`src/sdfm_defines.svh`:
```
// Contract
// - report code 104 when the phase current sensor is flagged failed.
// - report code 105 when the encoder signal is missing or unstable.
// - report code 106 when parameter memory read data is erroneous.
// - report code 107 when hall phase and encoder phase differ too much.
// - mask bit 2 set suppresses code 107.
// - report code 108 when written and read-back register values differ.
// - report code 109 when two successive current samples differ by 50 percent.
// - mask bit 3 set suppresses code 109.
// - report code 111 when winding learning sees current move the wrong way.
// - report code 113 when encoder learning finds no index pulse.
// - report code 114 when index position exceeds encoder resolution.
// - report code 115 when hall bits read all zeros or all ones in learning.
// - report code 117 when temperature is strictly above overheat threshold.
// - report code 118 when reduced-wire encoder power-on hall code is invalid.
// - report code 119 when recognized encoder type differs from configured type.
`ifndef SDFM_DEFINES_SVH
`define SDFM_DEFINES_SVH
`define SDFM_CODE_W 8
`define SDFM_CODE_NONE 8'h00
`define SDFM_CODE_CUR_SENSOR 8'h68
`define SDFM_CODE_ENCODER 8'h69
`define SDFM_CODE_NVM 8'h6A
`define SDFM_CODE_PHASE 8'h6B
`define SDFM_CODE_REGPATH 8'h6C
`define SDFM_CODE_JUMP 8'h6D
`define SDFM_CODE_WINDING 8'h6F
`define SDFM_CODE_NO_INDEX 8'h71
`define SDFM_CODE_INDEX_POS 8'h72
`define SDFM_CODE_HALL 8'h73
`define SDFM_CODE_OVERHEAT 8'h75
`define SDFM_CODE_PWRON_HALL 8'h76
`define SDFM_CODE_ENC_TYPE 8'h77
`define SDFM_MASK_PHASE_BIT 2
`define SDFM_MASK_JUMP_BIT 3
`define SDFM_MASK_W 16
`define SDFM_CUR_W 16
`define SDFM_TEMP_W 16
`define SDFM_POS_W 24
`define SDFM_TYPE_W 4
`define SDFM_NUM_SRC 13
`endif

```
`src/sdfm_pkg.sv`:
```
package sdfm_pkg;
  typedef enum logic [1:0] {SDFM_IDLE, SDFM_LATCHED} sdfm_state_type;
endpackage

```
`src/sdfm_jump_det.sv`:
```
`timescale 1ns/1ps
`default_nettype none
`include "sdfm_defines.svh"
// flags a 50 percent change between two successive current samples
module sdfm_jump_det (
  input wire logic i_mclk,
  input wire logic i_rst_n,
  input wire logic i_valid,
  input wire logic signed [`SDFM_CUR_W-1:0] i_sample,
  output logic o_jump
);
  logic signed [`SDFM_CUR_W-1:0] prev_q;
  logic have_q;
  logic signed [`SDFM_CUR_W+1:0] diff;
  logic [`SDFM_CUR_W+1:0] diff_abs;
  logic [`SDFM_CUR_W+1:0] prev_abs;
  logic [`SDFM_CUR_W+1:0] half_prev;
  assign diff = (`SDFM_CUR_W+2)'(i_sample) - (`SDFM_CUR_W+2)'(prev_q);
  assign diff_abs = diff[`SDFM_CUR_W+1] ? (`SDFM_CUR_W+2)'(-diff) : diff;
  assign prev_abs = prev_q[`SDFM_CUR_W-1] ? (`SDFM_CUR_W+2)'(-(`SDFM_CUR_W+2)'(prev_q))
                                          : (`SDFM_CUR_W+2)'(prev_q);
  assign half_prev = prev_abs >> 1;
  // difference at least half of the earlier sample, nonzero reference
  assign o_jump = i_valid && have_q && (prev_abs != '0) && (diff_abs >= half_prev);
  always_ff @(posedge i_mclk or negedge i_rst_n) begin
    if (!i_rst_n) begin
      prev_q <= '0;
      have_q <= 1'b0;
    end else if (i_valid) begin
      prev_q <= i_sample;
      have_q <= 1'b1;
    end
  end
endmodule
`default_nettype wire

```
`src/sdfm_top.sv`:
```
`timescale 1ns/1ps
`default_nettype none
`include "sdfm_defines.svh"
module sdfm_top (
  input wire logic i_mclk,
  input wire logic i_rst_n,
  input wire logic i_cur_sensor_fail,
  input wire logic i_enc_signal_bad,
  input wire logic i_nvm_read_err,
  input wire logic i_phase_diff_big,
  input wire logic i_reg_wr_valid,
  input wire logic [31:0] i_reg_wr_value,
  input wire logic [31:0] i_reg_rd_value,
  input wire logic i_cur_valid,
  input wire logic [`SDFM_CUR_W-1:0] i_cur_sample,
  input wire logic i_wind_learn,
  input wire logic i_wind_wrong_dir,
  input wire logic i_enc_learn_done,
  input wire logic i_index_seen,
  input wire logic [`SDFM_POS_W-1:0] i_index_pos,
  input wire logic [`SDFM_POS_W-1:0] i_enc_resolution,
  input wire logic i_enc_learn,
  input wire logic [2:0] i_hall,
  input wire logic [`SDFM_TEMP_W-1:0] i_drive_temperature_reading,
  input wire logic [`SDFM_TEMP_W-1:0] i_overheat_threshold,
  input wire logic i_pwron_check,
  input wire logic i_reduced_wire_enc,
  input wire logic [`SDFM_TYPE_W-1:0] i_detected_encoder_type,
  input wire logic [`SDFM_TYPE_W-1:0] i_configured_encoder_type,
  input wire logic [`SDFM_MASK_W-1:0] i_fault_mask_parameter,
  input wire logic i_fault_clear,
  output logic o_fault_active,
  output logic [`SDFM_CODE_W-1:0] o_fault_code,
  output logic [`SDFM_NUM_SRC-1:0] o_fault_flags
);
  // pin-level inputs pass two flip-flops
  logic [2:0] hall_s1_q;
  logic [2:0] hall_q;
  logic [2:0] pin_s1_q;
  logic [2:0] pin_q;
  wire [2:0] pin_raw = {i_cur_sensor_fail, i_enc_signal_bad, i_phase_diff_big};
  always_ff @(posedge i_mclk or negedge i_rst_n) begin
    if (!i_rst_n) begin
      hall_s1_q <= 3'h0;
      hall_q <= 3'h0;
      pin_s1_q <= 3'h0;
      pin_q <= 3'h0;
    end else begin
      hall_s1_q <= i_hall;
      hall_q <= hall_s1_q;
      pin_s1_q <= pin_raw;
      pin_q <= pin_s1_q;
    end
  end

  wire jump_raw;
  sdfm_jump_det u_jump (
    .i_mclk(i_mclk),
    .i_rst_n(i_rst_n),
    .i_valid(i_cur_valid),
    .i_sample(i_cur_sample),
    .o_jump(jump_raw)
  );

  // hall code trusted only once the sync chain holds real pin samples
  logic [1:0] hall_fill_q;
  always_ff @(posedge i_mclk or negedge i_rst_n) begin
    if (!i_rst_n) begin
      hall_fill_q <= 2'h0;
    end else begin
      hall_fill_q <= {hall_fill_q[0], 1'b1};
    end
  end
  wire hall_bad = hall_fill_q[1] && ((hall_q == 3'h0) || (hall_q == 3'h7));
  wire mask_phase = i_fault_mask_parameter[`SDFM_MASK_PHASE_BIT];
  wire mask_jump = i_fault_mask_parameter[`SDFM_MASK_JUMP_BIT];

  // detection terms in priority order, lowest index wins
  wire [`SDFM_NUM_SRC-1:0] det;
  assign det[0] = pin_q[2];
  assign det[1] = pin_q[1];
  assign det[2] = i_nvm_read_err;
  assign det[3] = pin_q[0] && !mask_phase;
  assign det[4] = i_reg_wr_valid && (i_reg_wr_value != i_reg_rd_value);
  assign det[5] = jump_raw && !mask_jump;
  assign det[6] = i_wind_learn && i_wind_wrong_dir;
  assign det[7] = i_enc_learn_done && !i_index_seen;
  assign det[8] = i_enc_learn_done && i_index_seen
                  && (i_index_pos > i_enc_resolution);
  assign det[9] = i_enc_learn && hall_bad;
  assign det[10] = i_drive_temperature_reading > i_overheat_threshold;
  assign det[11] = i_pwron_check && i_reduced_wire_enc && hall_bad;
  assign det[12] = i_detected_encoder_type != i_configured_encoder_type;

  localparam logic [`SDFM_CODE_W-1:0] CODES [`SDFM_NUM_SRC] = '{
    `SDFM_CODE_CUR_SENSOR, `SDFM_CODE_ENCODER, `SDFM_CODE_NVM, `SDFM_CODE_PHASE,
    `SDFM_CODE_REGPATH, `SDFM_CODE_JUMP, `SDFM_CODE_WINDING, `SDFM_CODE_NO_INDEX,
    `SDFM_CODE_INDEX_POS, `SDFM_CODE_HALL, `SDFM_CODE_OVERHEAT,
    `SDFM_CODE_PWRON_HALL, `SDFM_CODE_ENC_TYPE};

  // priority encoder
  logic [`SDFM_CODE_W-1:0] sel_code;
  always_comb begin
    sel_code = `SDFM_CODE_NONE;
    for (int k = `SDFM_NUM_SRC - 1; k >= 0; k--) begin
      if (det[k]) begin
        sel_code = CODES[k];
      end
    end
  end
  wire any_det = |det;

  sdfm_pkg::sdfm_state_type state_q;
  logic [`SDFM_CODE_W-1:0] code_q;
  logic [`SDFM_NUM_SRC-1:0] flags_q;

  // sticky per-source flags, set wins over clear
  genvar g;
  generate
    for (g = 0; g < `SDFM_NUM_SRC; g++) begin : g_flag
      always_ff @(posedge i_mclk or negedge i_rst_n) begin
        if (!i_rst_n) begin
          flags_q[g] <= 1'b0;
        end else if (det[g]) begin
          flags_q[g] <= 1'b1;
        end else if (i_fault_clear) begin
          flags_q[g] <= 1'b0;
        end
      end
    end
  endgenerate

  always_ff @(posedge i_mclk or negedge i_rst_n) begin
    if (!i_rst_n) begin
      state_q <= sdfm_pkg::SDFM_IDLE;
      code_q <= `SDFM_CODE_NONE;
    end else begin
      case (state_q)
        sdfm_pkg::SDFM_IDLE: begin
          if (any_det) begin
            state_q <= sdfm_pkg::SDFM_LATCHED;
            code_q <= sel_code;
          end
        end
        sdfm_pkg::SDFM_LATCHED: begin
          // a fault present during clear re-latches at once
          if (i_fault_clear) begin
            if (any_det) begin
              code_q <= sel_code;
            end else begin
              state_q <= sdfm_pkg::SDFM_IDLE;
              code_q <= `SDFM_CODE_NONE;
            end
          end
        end
        default: begin
          state_q <= sdfm_pkg::SDFM_IDLE;
          code_q <= `SDFM_CODE_NONE;
        end
      endcase
    end
  end

  always_ff @(posedge i_mclk or negedge i_rst_n) begin
    if (!i_rst_n) begin
      o_fault_active <= 1'b0;
      o_fault_code <= `SDFM_CODE_NONE;
      o_fault_flags <= '0;
    end else begin
      o_fault_active <= (state_q == sdfm_pkg::SDFM_LATCHED);
      o_fault_code <= code_q;
      o_fault_flags <= flags_q;
    end
  end
endmodule
`default_nettype wire

```
`config.mk`:
```
export PLATFORM = sky130hd
export DESIGN_NAME = sdfm_top
export DESIGN_NICKNAME = d
export VERILOG_FILES = /design/src/sdfm_pkg.sv /design/src/sdfm_jump_det.sv /design/src/sdfm_top.sv
export VERILOG_INCLUDE_DIRS = /design/src
export SDC_FILE = /design/constraint.sdc
export NUM_CORES = 1
export LEC_CHECK = 0
export BUFFER_PORTS_ARGS = -buffer_cell sky130_fd_sc_hd__buf_2
export CORE_UTILIZATION = 54
export CTS_CLUSTER_SIZE = 16
export DETAILED_ROUTE_END_ITERATION = 8
export PLACE_DENSITY_LB_ADDON = 0.15
export SYNTH_ARGS = -nofsm -noshare
export SYNTH_HDL_FRONTEND = slang
export SYNTH_SLANG_ARGS = --single-unit
```
`constraint.sdc`:
```
create_clock -name i_mclk -period 13.75 [get_ports i_mclk]
set_input_delay 4.125 -clock i_mclk [delete_from_list [all_inputs] [get_ports i_mclk]]
set_output_delay 4.125 -clock i_mclk [all_outputs]
set_load 0.03 [all_outputs]
```
==> out/results.txt <==
remaining global-route overflow: 0
total number of vias: 5557
total power: 0.672 mW
routed len/inst: 15.3 um
DRT Wirelength: 15400 um
commonest non-fill, non-tap cell in the layout: buf_2
pwr dens: 94.0 nW/um2
final-report hold violation count: 0
CTS sink cnt: 71
synth unique cells: 70
non-filler cells, final: 1005
Setup crit end kind: flip-flop
Initial DRT Pass Iterations: 4
Max Cap Viol: 0
Area Growth Syn to Fin: 23.5%
largest family of logic cells by synthesized area: compound AO/OA/AOI/OAI gates
Max transition margin: 39.2%
CP Max Fanout: 10
layout cell share with drive strength beyond 1: 28.0%
number of synthesized flops with an enable pin: 0
num rows: 37
Crit Path Category: input port to flip-flop
Post-CTS Setup Bufs: 0
RePlAce Congestion: 0.919
initial core utilization: 55.9%
commonest non-fill, non-tap cells in the layout: buf_2, ha_1, inv_1, dfrtp_1
Worst R2R Setup Slack: 8.05 ns
status: completed
fin. max-slew vios: 0
CTS tree: yes
Tot GR Track Use: 28.1%
final instance area: 7150 um2
Reg clk slew, reported paths: 0.07 ns
Max IR drop VDD: 50.5 uV
Simple-Gate Fraction of Synth Area: 16.7%
RSZ-0062 raised after global routing: false
root buffer cell: clkbuf_8
H-tree depth: 3
core outline area: 10400 um2
Period minus WS final: 8.93 ns
number of global-route vias before repair: 5503
Routed Antenna Nets: 0
Avg Synthesized Cell Area: 8.86 um2
drt via density: 5.53
post-synthesis mux area share: 0.540%
antenna violations before repair: 2
1st-iter DRT viols: 270
largest net degree at the start of global routing: 72
fin nets: 1142
Main synth FF type: dfrtp_1
CP Launch Type: input port
hpwl dp: 12800 um
worst hold margin: 0.355 ns
FF+latch count, synth: 71
Die ar.: 11100 um2
Port-buffer cells: 209
Lkg Pwr: 3.63 nW
Boundary Pins: 225
first-pass GRT wire length: 24900 um
period utilization: 64.9%
PostCTS Resize Cnt: 0
Critical Path RT: 13.95 ns
post-synthesis async set-or-reset flop share: 100%
Clock Skew: 0.0125 ns
clock buffer depth: 2
DRC: 0
Worst Path Arrival: 9.13 ns
CTS Hold Bufs: 0
Die Y-Extent: 106 um
Mapped Cells: 654
post-synthesis adder-cell area fraction: 16.5%
achievable clock frequency: 112 MHz
sequential area share after synthesis: 30.7%
Setup TNS: 0 ns
Compound-Gate Fraction of Synth Area: 18.7%
Worst Max-Slew Pin Slew: 0.908 ns
Yosys warning total: 0
Placed Instance Area: 6950 um2
Mapped Area: 5790 um2
clk_lat worst skew: 0.35 ns
Setup violations, final: 0
worst min-delay path class: flip-flop to flip-flop
placed cell count: 988
Die W: 106 um
CTS Buf Count: 9
xor/xnor share of the synthesized area: 10.7%
Fillers: 874
[synth_stat cells (all sizes together), types with 4 or more instances]
master	n	area [um2]
dfrtp	71	1780
o211ai	4	35.0
a211oi	9	67.6
a21oi	28	140
xor2	48	420
ha	75	938
nor2	30	113
nand4	17	106
a21boi	4	30.0
o21a	10	75.1
or3	7	43.8
nand2b	5	31.3
a21o	8	60.1
a31oi	7	43.8
a31o	4	35.0
or2	5	31.3
buf	6	41.3
nand2	40	150
nor2b	16	100
nor4	16	106
clkbuf	8	30.0
nand3	16	80.1
inv	73	274
nor3	11	55.1
o21ai	49	245
o31ai	10	75.1
xnor2	23	201
[report_power, final]
| part | switching (mW) | internal, mW | leakage [nW] | total (mW) |
|---|---|---|---|---|
| sequential | 0.0136 | 0.224 | 0.837 | 0.237 |
| combinational | 0.148 | 0.119 | 2.70 | 0.267 |
| clock | 0.0831 | 0.0851 | 0.0944 | 0.168 |
| total | 0.245 | 0.427 | 3.63 | 0.672 |
[routing by layer]
metal  up-vias  wire length [um]  GRT usage (%)
met5         -                14              0
met4         2               422           9.72
met3        33               740           5.44
met2       163              7990           51.6
met1      2602              6250           32.5
li1       2757                 -              -
[cells by family after synthesis]
family	Yosys count
AOI/OAI and AO/OA	163
xor gates and xnor gates	71
adders and majority gates	76
buffers and inverters	88
DFF	71
muxes	3
other	2
and+or+nand+nor	180
[worst paths after layout]
| path | startpoint | endpoint | depth (start not counted) |
|---|---|---|---|
| max | i_cur_sample[0] | code_q[3]$_DFFE_PN0P_ | 22 |
| min | pin_s1_q[2]$_DFF_PN0_ | pin_q[2]$_DFF_PN0_ | 0 |
| max reg2reg | u_jump.prev_q[5]$_DFFE_PN0P_ | code_q[3]$_DFFE_PN0P_ | 20 |
| min reg2reg | pin_s1_q[2]$_DFF_PN0_ | pin_q[2]$_DFF_PN0_ | 0 |
| max in group asynchronous | i_rst_n | pin_q[0]$_DFF_PN0_ | 2 |
| min in group asynchronous | i_rst_n | u_jump.prev_q[10]$_DFFE_PN0P_ | 2 |
[worst max-delay path, stage by stage]
cell and delay, ns:
buf_2 0.11, inv_1 0.05, ha_1 0.22, fa_1 0.42, nor2b_1 0.16, o2111ai_1 0.19
a211oi_1 0.34, o31ai_1 0.18, a21oi_1 0.21, o31ai_1 0.14, a31oi_1 0.76, a21oi_1 0.11
xor2_1 0.18, ha_1 0.30, a211oi_1 0.21, o21ai_0 0.11, a21oi_1 0.16, o21ai_0 0.11
o211ai_2 0.27, and4b_1 0.39, a21boi_1 0.22, o221ai_1 0.14
[state kept, by name, indices dropped and copies added (netlist names), 2 cells and up]
register / cells
code_q: 6
flags_q: 13
hall_fill_q: 2
hall_q: 3
hall_s1_q: 3
o_fault_code: 6
o_fault_flags: 13
pin_q: 3
pin_s1_q: 3
u_jump.prev_q: 16
[through the flow]
step	setup slack [ns]	utilization, %
2_1_floorplan	5.41	-
3_5_place_dp	4.54	67.0
4_1_cts	4.88	68.9
6_report	4.82	69.0
3_3_place_gp	4.64	67.0
5_1_grt	4.39	68.9
[area by class of cell]
class                           instances  area, um2  share of cell area, %
Inverter                               74        278                   3.88
Tap cell                              136        170                   2.38
Clock inverter                          6       70.1                  0.980
Timing Repair Buffer                  210       1050                   14.7
Sequential cell                        71       1780                   24.8
Clock buffer                           10        128                   1.78
Multi-Input combinational cell        497       3670                   51.4
Antenna cell                            1       2.50                 0.0350
No activity file was read; power rests on OpenSTA's default activity.
